--- src/ctm_pkg.sv ---
// package for the compact timer: register map, field positions, encodings
// assumes an apb slave with 32-bit data and one register per aligned word
package ctm_pkg;
  localparam logic [11:0] ADDR_COUNT_CONTROL   = 12'h000;
  localparam logic [11:0] ADDR_MODE_CONTROL    = 12'h004;
  localparam logic [11:0] ADDR_COUNTER_LOW     = 12'h008;
  localparam logic [11:0] ADDR_COUNTER_HIGH    = 12'h00c;
  localparam logic [11:0] ADDR_COMPARE_A_LOW   = 12'h010;
  localparam logic [11:0] ADDR_COMPARE_A_HIGH  = 12'h014;
  localparam logic [11:0] ADDR_MATCH_FLAGS     = 12'h018;
  localparam logic [7:0]  RESET_BYTE           = 8'h00;
  localparam logic [9:0]  CNT_ZERO             = 10'h000;
  localparam logic [9:0]  CNT_MAX              = 10'h3ff;
  localparam logic [2:0]  PERIOD_OVERFLOW_CODE = 3'h0;
  // count_control fields
  localparam int PAUSE_BIT   = 7;
  localparam int CKSEL_HI    = 6;
  localparam int CKSEL_LO    = 4;
  localparam int ON_BIT      = 3;
  localparam int PERIOD_HI   = 2;
  // mode_control fields
  localparam int MODE_HI     = 7;
  localparam int MODE_LO     = 6;
  localparam int ACT_HI      = 5;
  localparam int ACT_LO      = 4;
  localparam int INIT_BIT    = 3;
  localparam int INV_BIT     = 2;
  localparam int SWAP_BIT    = 1;
  localparam int CLRSEL_BIT  = 0;
  // match flag fields
  localparam int FULL_FLAG_BIT   = 0;
  localparam int PERIOD_FLAG_BIT = 1;
  // divider ratios
  localparam logic [5:0] DIV_SYS4  = 6'h03;
  localparam logic [5:0] DIV_H16   = 6'h0f;
  localparam logic [5:0] DIV_H64   = 6'h3f;
  typedef enum logic [1:0] {
    CTM_MODE_COMPARE = 2'h0,
    CTM_MODE_UNDEF   = 2'h1,
    CTM_MODE_PWM     = 2'h2,
    CTM_MODE_TIMER   = 2'h3
  } ctm_mode_t;
  typedef enum logic [2:0] {
    CTM_CK_SYS4 = 3'h0,
    CTM_CK_SYS  = 3'h1,
    CTM_CK_H16  = 3'h2,
    CTM_CK_H64  = 3'h3,
    CTM_CK_SUB  = 3'h4,
    CTM_CK_RSVD = 3'h5,
    CTM_CK_EXTR = 3'h6,
    CTM_CK_EXTF = 3'h7
  } ctm_cksel_t;
  typedef enum logic [1:0] {
    CTM_ACT_NONE = 2'h0,
    CTM_ACT_LOW  = 2'h1,
    CTM_ACT_HIGH = 2'h2,
    CTM_ACT_TOG  = 2'h3
  } ctm_act_t;
endpackage

--- src/ctm_timer.sv ---
// compact 10-bit timer with period and full comparators, apb register slave
// assumes high and sub clocks arrive as enable ticks in the pclk domain;
// the external count input is asynchronous and is synchronised here
`timescale 1ns/10ps

// Operation
// - 10-bit up counter steps on each selected timer clock edge while on, unpaused
// - period value compares counter bits 9..7; full value compares all ten bits
// - period codes match at multiples of 128; code 000 means overflow at 1024
// - counter_on rise zeroes counter; fall holds it; software cannot otherwise alter it
// - counter clears itself on overflow or selected match; a selected match also raises its flag
// - pause holds the counter value; counting resumes from it when pause clears
// - clock select: sys/4, sys, high/16, high/64, sub, reserved stop, ext rise, fall
// - counter_on low stops counting and disables the module; high enables it
// - compare mode: counter_on rise returns output to its initial level
// - mode field: 00 compare, 01 undefined, 10 pwm, 11 timer/counter
// - compare mode action on full match: none, low, high, toggle
// - pwm action: inactive level, active level, waveform, undefined
// - initial level sets pre-match output, or pwm active polarity; ignored in timer mode
// - invert bit inverts the output pin; no effect in timer mode
// - swap bit exchanges period and duty roles of the two comparators in pwm
// - clear select 1 clears on full match; 0 on period match or overflow
// - pwm ignores clear select; the period comparator role governs clearing
// - counter is read-only low/high pair; full compare is read/write pair
// - low write goes to buffer copied on high write; high read latches low
// - clear select 0 raises both flags; clear select 1 raises only full flag
// - clear select 1 and full value zero wraps at 3ff without full flag
module ctm_timer (
  input  wire logic        pclk,
  input  wire logic        presetn,
  input  wire logic        psel,
  input  wire logic        penable,
  input  wire logic        pwrite,
  input  wire logic [11:0] paddr,
  input  wire logic [31:0] pwdata,
  output logic      [31:0] prdata,
  output logic             pready,
  output logic             pslverr,
  input  wire logic        high_clock_tick,
  input  wire logic        sub_clock_tick,
  input  wire logic        external_count_input,
  output logic             timer_out_a,
  output logic             timer_out_b,
  output logic             full_match_pulse,
  output logic             period_match_pulse
);
  import ctm_pkg::*;

  // ****************************************************************
  // registers
  // ****************************************************************
  logic [7:0] count_control_r;
  logic [7:0] mode_control_r;
  logic [9:0] counter_r;
  logic [9:0] full_compare_value_r;
  logic [7:0] byte_buffer_r;
  logic [1:0] flags_r;
  logic       out_r;
  logic       on_d_r;
  logic [1:0] ext_sync_r;
  logic       ext_prev_r;
  logic [5:0] div_sys_r;
  logic [5:0] div_h_r;
  logic [7:0] rdata_r;

  // ****************************************************************
  // apb decode
  // ****************************************************************
  wire       wr_en    = psel && penable && pwrite;
  wire       rd_en    = psel && penable && !pwrite;
  wire       hit_cc   = paddr == ADDR_COUNT_CONTROL;
  wire       hit_mc   = paddr == ADDR_MODE_CONTROL;
  wire       hit_dl   = paddr == ADDR_COUNTER_LOW;
  wire       hit_dh   = paddr == ADDR_COUNTER_HIGH;
  wire       hit_al   = paddr == ADDR_COMPARE_A_LOW;
  wire       hit_ah   = paddr == ADDR_COMPARE_A_HIGH;
  wire       hit_fl   = paddr == ADDR_MATCH_FLAGS;
  wire       mapped   = hit_cc | hit_mc | hit_dl | hit_dh | hit_al | hit_ah | hit_fl;

  // ****************************************************************
  // control fields
  // ****************************************************************
  wire             count_pause          = count_control_r[PAUSE_BIT];
  wire ctm_cksel_t clock_select         = ctm_cksel_t'(count_control_r[CKSEL_HI:CKSEL_LO]);
  wire             counter_on           = count_control_r[ON_BIT];
  wire [2:0]       period_compare_value = count_control_r[PERIOD_HI:0];
  wire ctm_mode_t  mode                 = ctm_mode_t'(mode_control_r[MODE_HI:MODE_LO]);
  wire ctm_act_t   output_action        = ctm_act_t'(mode_control_r[ACT_HI:ACT_LO]);
  wire             output_initial_level = mode_control_r[INIT_BIT];
  wire             output_invert        = mode_control_r[INV_BIT];
  wire             period_duty_swap     = mode_control_r[SWAP_BIT];
  wire             clear_select         = mode_control_r[CLRSEL_BIT];

  // ****************************************************************
  // timer clock selection
  // ****************************************************************
  wire ext_now   = ext_sync_r[1];
  wire ext_rise  = ext_now && !ext_prev_r;
  wire ext_fall  = !ext_now && ext_prev_r;
  wire h_tick16  = high_clock_tick && (div_h_r[3:0] == DIV_H16[3:0]);
  wire h_tick64  = high_clock_tick && (div_h_r == DIV_H64);
  wire sys_tick4 = div_sys_r[1:0] == DIV_SYS4[1:0];
  logic tclk_sel;
  always_comb begin
    unique case (clock_select)
      CTM_CK_SYS4: tclk_sel = sys_tick4;
      CTM_CK_SYS:  tclk_sel = 1'b1;
      CTM_CK_H16:  tclk_sel = h_tick16;
      CTM_CK_H64:  tclk_sel = h_tick64;
      CTM_CK_SUB:  tclk_sel = sub_clock_tick;
      CTM_CK_RSVD: tclk_sel = 1'b0;
      CTM_CK_EXTR: tclk_sel = ext_rise;
      CTM_CK_EXTF: tclk_sel = ext_fall;
    endcase
  end
  wire on_rise = counter_on && !on_d_r;
  // a rising counter_on cycle only zeroes; counting starts on the next tick
  wire tick    = tclk_sel && counter_on && !count_pause && !on_rise;

  // ****************************************************************
  // comparators
  // ****************************************************************
  wire [9:0] cnt_inc     = counter_r + 10'h001;
  // match is taken on the value the counter steps into at this tick
  wire period_eq = (cnt_inc[9:7] == period_compare_value) && (cnt_inc[6:0] == 7'h00);
  wire overflow  = counter_r == CNT_MAX;
  wire period_zero  = period_compare_value == PERIOD_OVERFLOW_CODE;
  wire full_zero    = full_compare_value_r == CNT_ZERO;
  // code 000 matches at 1024 counts, that is at overflow
  wire period_hit   = tick && (period_zero ? overflow : period_eq);
  wire full_hit     = tick && !full_zero && (cnt_inc == full_compare_value_r);
  wire is_pwm       = mode == CTM_MODE_PWM;
  wire pwm_clear    = period_duty_swap ? (full_hit || (full_zero && tick && overflow))
                                       : period_hit;
  wire cmp_clear    = clear_select ? full_hit : period_hit;
  wire wrap         = tick && overflow;
  wire clear_evt    = is_pwm ? pwm_clear : cmp_clear;
  wire raise_period = period_hit && (is_pwm || !clear_select);
  wire raise_full   = full_hit;

  // ****************************************************************
  // counter
  // ****************************************************************
  logic [9:0] counter_nxt;
  always_comb begin
    counter_nxt = counter_r;
    if (on_rise) begin
      counter_nxt = CNT_ZERO;
    end else if (tick) begin
      counter_nxt = (clear_evt || wrap) ? CNT_ZERO : cnt_inc;
    end
  end

  // ****************************************************************
  // output generation
  // ****************************************************************
  wire [9:0] duty_lvl = period_duty_swap ? {period_compare_value, 7'h00} : full_compare_value_r;
  wire [10:0] duty_ext = (period_duty_swap && period_zero) ? 11'h400 : {1'b0, duty_lvl};
  wire [10:0] per_ext  = period_duty_swap ? (full_zero ? 11'h400 : {1'b0, full_compare_value_r})
                                          : (period_zero ? 11'h400
                                                         : {1'b0, period_compare_value, 7'h00});
  // duty at or beyond period gives 100 percent
  wire pwm_active = ({1'b0, counter_r} < duty_ext) || (duty_ext >= per_ext);
  logic pwm_level;
  always_comb begin
    unique case (output_action)
      CTM_ACT_NONE: pwm_level = !output_initial_level;
      CTM_ACT_LOW:  pwm_level = output_initial_level;
      CTM_ACT_HIGH: pwm_level = pwm_active ? output_initial_level : !output_initial_level;
      CTM_ACT_TOG:  pwm_level = !output_initial_level;
    endcase
  end
  logic out_nxt;
  always_comb begin
    out_nxt = out_r;
    if (on_rise) begin
      out_nxt = output_initial_level;
    end else if (full_hit && mode == CTM_MODE_COMPARE) begin
      unique case (output_action)
        CTM_ACT_NONE: out_nxt = out_r;
        CTM_ACT_LOW:  out_nxt = 1'b0;
        CTM_ACT_HIGH: out_nxt = 1'b1;
        CTM_ACT_TOG:  out_nxt = !out_r;
      endcase
    end
  end
  // timer/counter mode leaves the pin idle low, uninverted
  wire pin_raw = is_pwm ? pwm_level : out_r;
  wire pin_lvl = (mode == CTM_MODE_TIMER) ? 1'b0 : (pin_raw ^ output_invert);
  assign timer_out_a = pin_lvl;
  assign timer_out_b = pin_lvl;

  // ****************************************************************
  // register writes and read mux
  // ****************************************************************
  // hardware set wins over software clear (write one to clear)
  wire [1:0] flag_set = {raise_period, raise_full};
  wire [1:0] flag_clr = (wr_en && hit_fl) ? pwdata[1:0] : 2'h0;
  wire [1:0] flags_nxt = (flags_r & ~flag_clr) | flag_set;
  logic [7:0] rd_byte;
  always_comb begin
    rd_byte = RESET_BYTE;
    if (hit_cc) rd_byte = count_control_r;
    if (hit_mc) rd_byte = mode_control_r;
    if (hit_dl || hit_al) rd_byte = byte_buffer_r;
    if (hit_dh) rd_byte = {6'h00, counter_r[9:8]};
    if (hit_ah) rd_byte = {6'h00, full_compare_value_r[9:8]};
    if (hit_fl) rd_byte = {6'h00, flags_r};
  end
  wire [7:0] buf_nxt = (wr_en && hit_al) ? pwdata[7:0] :
                       (rd_en && hit_dh) ? counter_r[7:0] :
                       (rd_en && hit_ah) ? full_compare_value_r[7:0] : byte_buffer_r;

  always_ff @(posedge pclk or negedge presetn) begin
    if (!presetn) begin
      count_control_r      <= RESET_BYTE;
      mode_control_r       <= RESET_BYTE;
      full_compare_value_r <= CNT_ZERO;
      byte_buffer_r        <= RESET_BYTE;
      rdata_r              <= RESET_BYTE;
    end else begin
      if (wr_en && hit_cc) count_control_r <= pwdata[7:0];
      if (wr_en && hit_mc) mode_control_r <= pwdata[7:0];
      if (wr_en && hit_ah) full_compare_value_r <= {pwdata[1:0], byte_buffer_r};
      byte_buffer_r <= buf_nxt;
      rdata_r       <= rd_byte;
    end
  end

  always_ff @(posedge pclk or negedge presetn) begin
    if (!presetn) begin
      counter_r  <= CNT_ZERO;
      flags_r    <= 2'h0;
      out_r      <= 1'b0;
      on_d_r     <= 1'b0;
      ext_sync_r <= 2'h0;
      ext_prev_r <= 1'b0;
      div_sys_r  <= 6'h00;
      div_h_r    <= 6'h00;
    end else begin
      counter_r  <= counter_nxt;
      flags_r    <= flags_nxt;
      out_r      <= out_nxt;
      on_d_r     <= counter_on;
      ext_sync_r <= {ext_sync_r[0], external_count_input};
      ext_prev_r <= ext_sync_r[1];
      div_sys_r  <= div_sys_r + 6'h01;
      if (high_clock_tick) div_h_r <= div_h_r + 6'h01;
    end
  end

  // answer is registered: read data valid in the access cycle after setup
  assign prdata             = {24'h000000, rdata_r};
  assign pready             = 1'b1;
  assign pslverr            = psel && penable && !mapped;
  assign full_match_pulse   = raise_full;
  assign period_match_pulse = raise_period;
endmodule

--- config.mk ---
export PLATFORM = sky130hd
export DESIGN_NAME = ctm_timer
export DESIGN_NICKNAME = d
export VERILOG_FILES = /design/src/ctm_pkg.sv /design/src/ctm_timer.sv
export SDC_FILE = /design/constraint.sdc
export NUM_CORES = 1
export LEC_CHECK = 0
export BUFFER_PORTS_ARGS = -buffer_cell sky130_fd_sc_hd__buf_2
export CAP_MARGIN = 20
export CORE_ASPECT_RATIO = 0.5
export CORE_UTILIZATION = 60
export CTS_CLUSTER_DIAMETER = 100
export DETAILED_ROUTE_END_ITERATION = 16
export PLACE_DENSITY = 0.83
export REMOVE_ABC_BUFFERS = 1
export SKIP_CTS_REPAIR_TIMING = 1
export SYNTH_ARGS = -nofsm -noshare
export SYNTH_HDL_FRONTEND = slang
export SYNTH_SLANG_ARGS = --single-unit
--- constraint.sdc ---
create_clock -name pclk -period 7.6 [get_ports pclk]
set_clock_uncertainty 0.2 [all_clocks]
set_input_delay 0.76 -clock pclk [delete_from_list [all_inputs] [get_ports pclk]]
set_output_delay 0.76 -clock pclk [all_outputs]
set_load 0.05 [all_outputs]
After elaboration in Yosys (flattened, before gate mapping):

Index checks and enable logic that the tools add are counted.

* flip-flop bits (word level): 71

* bitwise logic cells: 10
* multiplexer cells: 30
* magnitude comparators: 2
* $add $sub $neg: 3
* reductions and logical operators: 57
* equal/unequal tests: 25

Operators with widths (number)
* $mux 8: 9
* $mux 11: 4
* $mux 10: 4
* $eq 12x5->1 const B: 3
* $logic_and 1x1->1: 29
* $eq 12x4->1 const B: 2
* $add 6x1->6 const B: 2
* $eq 12x3->1 const B: 1
* $eq 3x3->1 const B: 4
* $logic_not 12->1: 1
* $ge 11x11->1: 1
* $logic_not 1->1: 11
* $lt 10x11->1: 1
* $add 10x1->10 const B: 1
* $eq 10x10->1: 1
* $eq 10x10->1 const B: 1
* $eq 2x2->1 const B: 5
* $logic_not 10->1: 1
* $mux 1: 9
* $pmux 1 s8: 1
* $logic_not 7->1: 1
* $eq 3x2->1 const B: 2
* $eq 6x6->1 const B: 1
* $logic_not 3->1: 2
* 18 further kinds: 30

Logic depth before layout (Yosys ltp):

* depth in word-level cells: 15
* mapped depth: 12
* depth with buffers taken out: 11

Worst setup path before layout:

OpenSTA, ideal clock, no wires.

* path type: reg2out
* from: reg full_compare_value_r[1]
* to: out timer_out_b
* stages on the path, launching flop included: 13
* buffers on the path: 1
* slack: 2824 ps
* arrival: 3816 ps
* cells stage by stage: dfrtp_1 -> or4_4 -> nor4_4 -> mux2i_1 -> ha_1 -> nand2_1 -> o21ai_0 -> or4_1 -> a211oi_2 -> a41o_1 -> a21oi_1 -> o221ai_1 -> buf_4

* cells in the longest elaborated chain, start to end: 10
* elaborated cells on any way between the ends: 13
* those cells by class: 2 x order compare; 8 x mux; 1 x bitwise; 2 x reduce/logical

RTL lines
* from (decl): RTL line ctm_timer.sv:55 `logic [9:0] full_compare_value_r;`
* from (signal assigned): RTL line ctm_timer.sv:224 `if (wr_en && hit_ah) full_compare_value_r <= {pwdata[1:0], byte_buffer_r};`
* $logic_not 10->1: RTL line ctm_timer.sv:128 `wire full_zero = full_compare_value_r == CNT_ZERO;`
* $mux 11 (2 in a row): RTL line ctm_timer.sv:159 `wire [10:0] per_ext = period_duty_swap ? (full_zero ? 11'h400 : {1'b0, full_compare_value_r})`
* $ge 11x11->1: RTL line ctm_timer.sv:163 `wire pwm_active = ({1'b0, counter_r} < duty_ext) || (duty_ext >= per_ext);`
* $logic_or 1x1->1 *: RTL line ctm_timer.sv:163
* $mux 1 *: RTL line ctm_timer.sv:169 `CTM_ACT_HIGH: pwm_level = pwm_active ? output_initial_level : !output_initial_level;`
* $pmux 1 s3 *: RTL line ctm_timer.sv:166 `unique case (output_action)`
* $mux 1 *: RTL line ctm_timer.sv:188 `wire pin_raw = is_pwm ? pwm_level : out_r;`
* $xor 1x1->1 *: RTL line ctm_timer.sv:189 `wire pin_lvl = (mode == CTM_MODE_TIMER) ? 1'b0 : (pin_raw ^ output_invert);`
* $mux 1 *: RTL line ctm_timer.sv:189
* to (decl): RTL line ctm_timer.sv:43 `output logic timer_out_b,`

Mark *: on every way between the ends. The rest lies on a longest branch, timed or not.

Worst setup path in the final report:

* from: reg full_compare_value_r[0]
* to: out timer_out_a

* cells in the longest elaborated chain, start to end: 10
* elaborated cells on any way between the ends: 13
* those cells by class: 2 x order compare; 8 x mux; 1 x bitwise; 2 x reduce/logical

RTL lines
* $logic_not 10->1: RTL line ctm_timer.sv:128
* $mux 11 (2 in a row): RTL line ctm_timer.sv:159
* $ge 11x11->1: RTL line ctm_timer.sv:163
* $logic_or 1x1->1 *: RTL line ctm_timer.sv:163
* $mux 1 *: RTL line ctm_timer.sv:169
* $pmux 1 s3 *: RTL line ctm_timer.sv:166
* $mux 1 *: RTL line ctm_timer.sv:188
* $xor 1x1->1 *: RTL line ctm_timer.sv:189
* $mux 1 *: RTL line ctm_timer.sv:189
* to (decl): RTL line ctm_timer.sv:42 `output logic timer_out_a,`

Marks and branches as above.

==> flow_metrics.py <==
metrics = {
    "cts": {
        "worst_setup_hold_path_clk_slew_ns": 0.06,
        "cts_sinks": 67,
        "cts_inserted_buffers": 9,
        "clockBufferDepth": 2,
        "clkLatencyLatePin_ns": 0.34,
        "clock_tree.root_cell": "sky130_fd_sc_hd__clkbuf_16",
        "tritoncts": "built",
        "cts_max_level": 3,
    },
    "die": {
        "design.die.area_um2": 8230,
        "die_width_um": 127,
        "initial_core_utilization": 0.631,
        "coreArea_um2": 7460,
        "die_height_um": 64.6,
        "row_count": 22,
        "io-pin-count": 90,
    },
    "outcome": {
        "status": "completed",
    },
    "sta": {
        "timing.max_slew.rel_slack": 0.378,
        "report.final.setup_viol": 0,
        "post-route-period-util": 0.642,
        "post-route-min-period_ns": 4.88,
        "totalNegativeSetupSlack_ns": 0,
        "holdWs_ns": 0.150,
        "hold_viol": 0,
        "count_of_pins_over_their_slew_limit": 0,
        "worst_pin_slew_ns": 0.928,
        "worst_slack_ns": 2.72,
        "highest_clock_rate_mhz": 205,
        "setup_repair_after_global_routing_missed_its_margin": "no",
    },
    "setup_path": {
        "cp-startpoint": "full_compare_value_r[0]",
        "worst-r2r-setup-slack_ns": 4.30,
        "critical_path.endpoint": "timer_out_a",
        "gate_family_responsible_for_the_most_delay_along_the_worst_path": "simple AND/OR/NAND/NOR gates",
        "slowest_stage": "sky130_fd_sc_hd__or4_1",
        "cpPeakStageDelay_ns": 0.62,
        "timing.critical_path.buf_inv": 1,
        "r2r.worst_path.cells": 8,
        "crit_start_category": "register",
        "critPathMaxFanout": 7,
        "critical_path_depth": 12,
        "worstPathCellList": "or4_1, nor4_4, mux2i_1, ha_1, nand2_1, o21ai_0, or4_1, a211oi_2, o21ai_1, a2111o_1, o221ai_1, buf_2",
        "setup.worst_path.class": "register to output pin",
        "critPathRequiredTime_ns": 6.64,
        "worst-endpoint-arrival_ns": 3.92,
        "worst_path_most_repeated_cell": "sky130_fd_sc_hd__or4_1",
        "cp-end-kind": "output pin",
        "worstReg2RegStart": "counter_r[0]",
        "crit-reg2reg-capture": "flags_r[1]",
    },
    "flow_run": {
        "drv_cap": 0,
    },
    "layout": {
        "area.growth.synth_to_final_pct": 8.37,
        "regArea_um2": 1680,
        "multi_input_area_um2": 2680,
        "diodes": 0,
        "final_nets": 566,
        "ratio_of_cells_with_drive_above_1_in_the_final_layout": 0.225,
        "n_fill_cell": 570,
        "instances_no_fill": 605,
    },
    "logic_synthesis": {
        "synth_area_leaders": "sky130_fd_sc_hd__dfrtp_1 36%, sky130_fd_sc_hd__ha_1 5.8%, sky130_fd_sc_hd__mux2_2 5.0%",
        "post_synth_fa_ha_maj_area_fraction": 0.0585,
        "synth_flop_cell": "sky130_fd_sc_hd__dfrtp_1",
        "ys_seq_elements": 67,
        "yosys.cell_types.count": 84,
        "dominant_combinational_cell_family_by_area_after_synthesis": "simple AND/OR/NAND/NOR gates",
        "synth_compound_gate_area_share": 0.181,
        "synth.most_common_cell": "sky130_fd_sc_hd__dfrtp_1",
        "netlist_instances": 467,
        "synth_warnings": 0,
        "ys_seq_area_frac": 0.356,
        "synth_top_cell_by_area": "sky130_fd_sc_hd__dfrtp_1",
        "synthArstFlopShare": 1.00,
        "area_share_of_and_or_nand_nor_cells_after_synthesis": 0.187,
        "synthesis.area_per_instance_um2": 10.1,
        "synth.mux.area_fraction": 0.0725,
        "synth_top_cell_area_share": 0.356,
        "synth_xor_area_frac": 0.0492,
        "synth-edff-count": 0,
        "synth.top_cells.by_count": "67 x sky130_fd_sc_hd__dfrtp_1, 29 x sky130_fd_sc_hd__buf_4, 28 x sky130_fd_sc_hd__nor2_1, 25 x sky130_fd_sc_hd__inv_1",
        "netlist_area_um2": 4710,
    },
    "detailed_routing": {
        "postRouteAntennaNets": 0,
        "detailedRoute.firstPassIterationCount": 7,
        "drc": 0,
        "detail_route.wl_per_cell_um": 17.2,
        "detailroute.via_count": 3733,
        "detail_route.vias_per_cell": 6.17,
        "drt_wl_total_mm": 10.4,
        "drtIter0Drc": 444,
    },
    "placed_design": {
        "numPlacedInstances": 589,
        "place.port_buffers": 40,
        "final_replace_weighted_congestion": 0.889,
        "dp_hpwl_mm": 7.31,
        "placement.setup.worst_slack_ns": 3.13,
    },
    "power": {
        "total_leakage_power_uw": 0.00236,
        "cellPowerDensity_nw_per_um2": 176,
        "vdd_ir_drop_max_mv": 0.224,
    },
    "global_route": {
        "wire_length_of_the_first_global_routing_pass_mm": 16.9,
        "grt_pass1_vias": 3405,
        "grt_max_degree": 68,
        "grt_antenna_before_repair": 0,
        "globalRoute.totalOverflow": 0,
        "track_usage": 0.273,
    },
    "hold_path": {
        "hold_path_class": "register to register",
    },
}
worst min path at each step:
stage | startpoint | end | slack [ns] | depth (start not counted)
final | ext_sync_r[0] | ext_sync_r[1] | 0.15 | 0
after global routing | ext_sync_r[0] | ext_sync_r[1] | 0.15 | 0
after CTS | ext_sync_r[0] | ext_sync_r[1] | 0.15 | 0
after detailed placement | ext_sync_r[0] | ext_sync_r[1] | 0.14 | 0
after global placement | ext_sync_r[0] | ext_sync_r[1] | 0.14 | 0
after floorplan | ext_sync_r[0] | ext_sync_r[1] | 0.13 | 0
metrics by stage:
stage                util  power (uW)  cell area [um^2]
CTS                 0.684         904              5100
global placement    0.644         482              4800
global route        0.684         927              5100
finish              0.684         897              5100
floorplan               -         457              4450
detailed placement  0.644         486              4800
cell families after synthesis:
group / after synthesis
DFF: 67
muxes: 31
xor gates and xnor gates: 20
AOI/OAI and AO/OA: 110
buffers and inverters: 76
adders and majority gates: 22
and+or+nand+nor: 139
other: 2
where the power goes:
part	total (uW)	switching, uW	internal [uW]
clock	418	162	256
combinational	87.3	59.6	27.7
sequential	392	16.3	375
cell usage in the layout (no fill, tap or decap), types with 5 or more instances in the layout:
cell,n
sky130_fd_sc_hd__a21oi_1,14
sky130_fd_sc_hd__a221o_1,9
sky130_fd_sc_hd__a222oi_1,8
sky130_fd_sc_hd__a22oi_1,8
sky130_fd_sc_hd__a31oi_1,12
sky130_fd_sc_hd__buf_2,40
sky130_fd_sc_hd__clkbuf_16,9
sky130_fd_sc_hd__conb_1,25
sky130_fd_sc_hd__dfrtp_1,67
sky130_fd_sc_hd__ha_1,22
sky130_fd_sc_hd__inv_1,25
sky130_fd_sc_hd__mux2_2,21
sky130_fd_sc_hd__mux2i_1,9
sky130_fd_sc_hd__nand2_1,22
sky130_fd_sc_hd__nand2b_1,13
sky130_fd_sc_hd__nand3_1,9
sky130_fd_sc_hd__nand4_1,6
sky130_fd_sc_hd__nor2_1,28
sky130_fd_sc_hd__nor2b_1,5
sky130_fd_sc_hd__nor3_1,5
sky130_fd_sc_hd__nor3_2,5
sky130_fd_sc_hd__o21ai_0,15
sky130_fd_sc_hd__xnor2_1,11
sky130_fd_sc_hd__xor2_1,5
cell type report:
type	instances	area share
Clock buffer	9	0.0441
Clock inverter	7	0.0145
Inverter	25	0.0184
Multi-Input combinational cell	347	0.526
Sequential cell	67	0.329
Tap cell	108	0.0265
Timing Repair Buffer	42	0.0422
flip-flops by register name (all words and copies together) (netlist names):
register and cells:
count_control_r 8, div_sys_r 2, counter_r 10, ext_prev_r 1, byte_buffer_r 8, ext_sync_r 2, flags_r 2, div_h_r 6
full_compare_value_r 10, out_r 1, rdata_r 8, mode_control_r 8, on_d_r 1
per-layer routing:
metal | vias to the layer above | global-route usage | wire [um]
met5 | - | 0 | 0
met4 | 0 | 0.106 | 191
met3 | 21 | 0.0768 | 954
met2 | 156 | 0.433 | 4740
met1 | 1813 | 0.357 | 4520
li1 | 1743 | - | -
No activity file was read; power rests on OpenSTA's default activity.
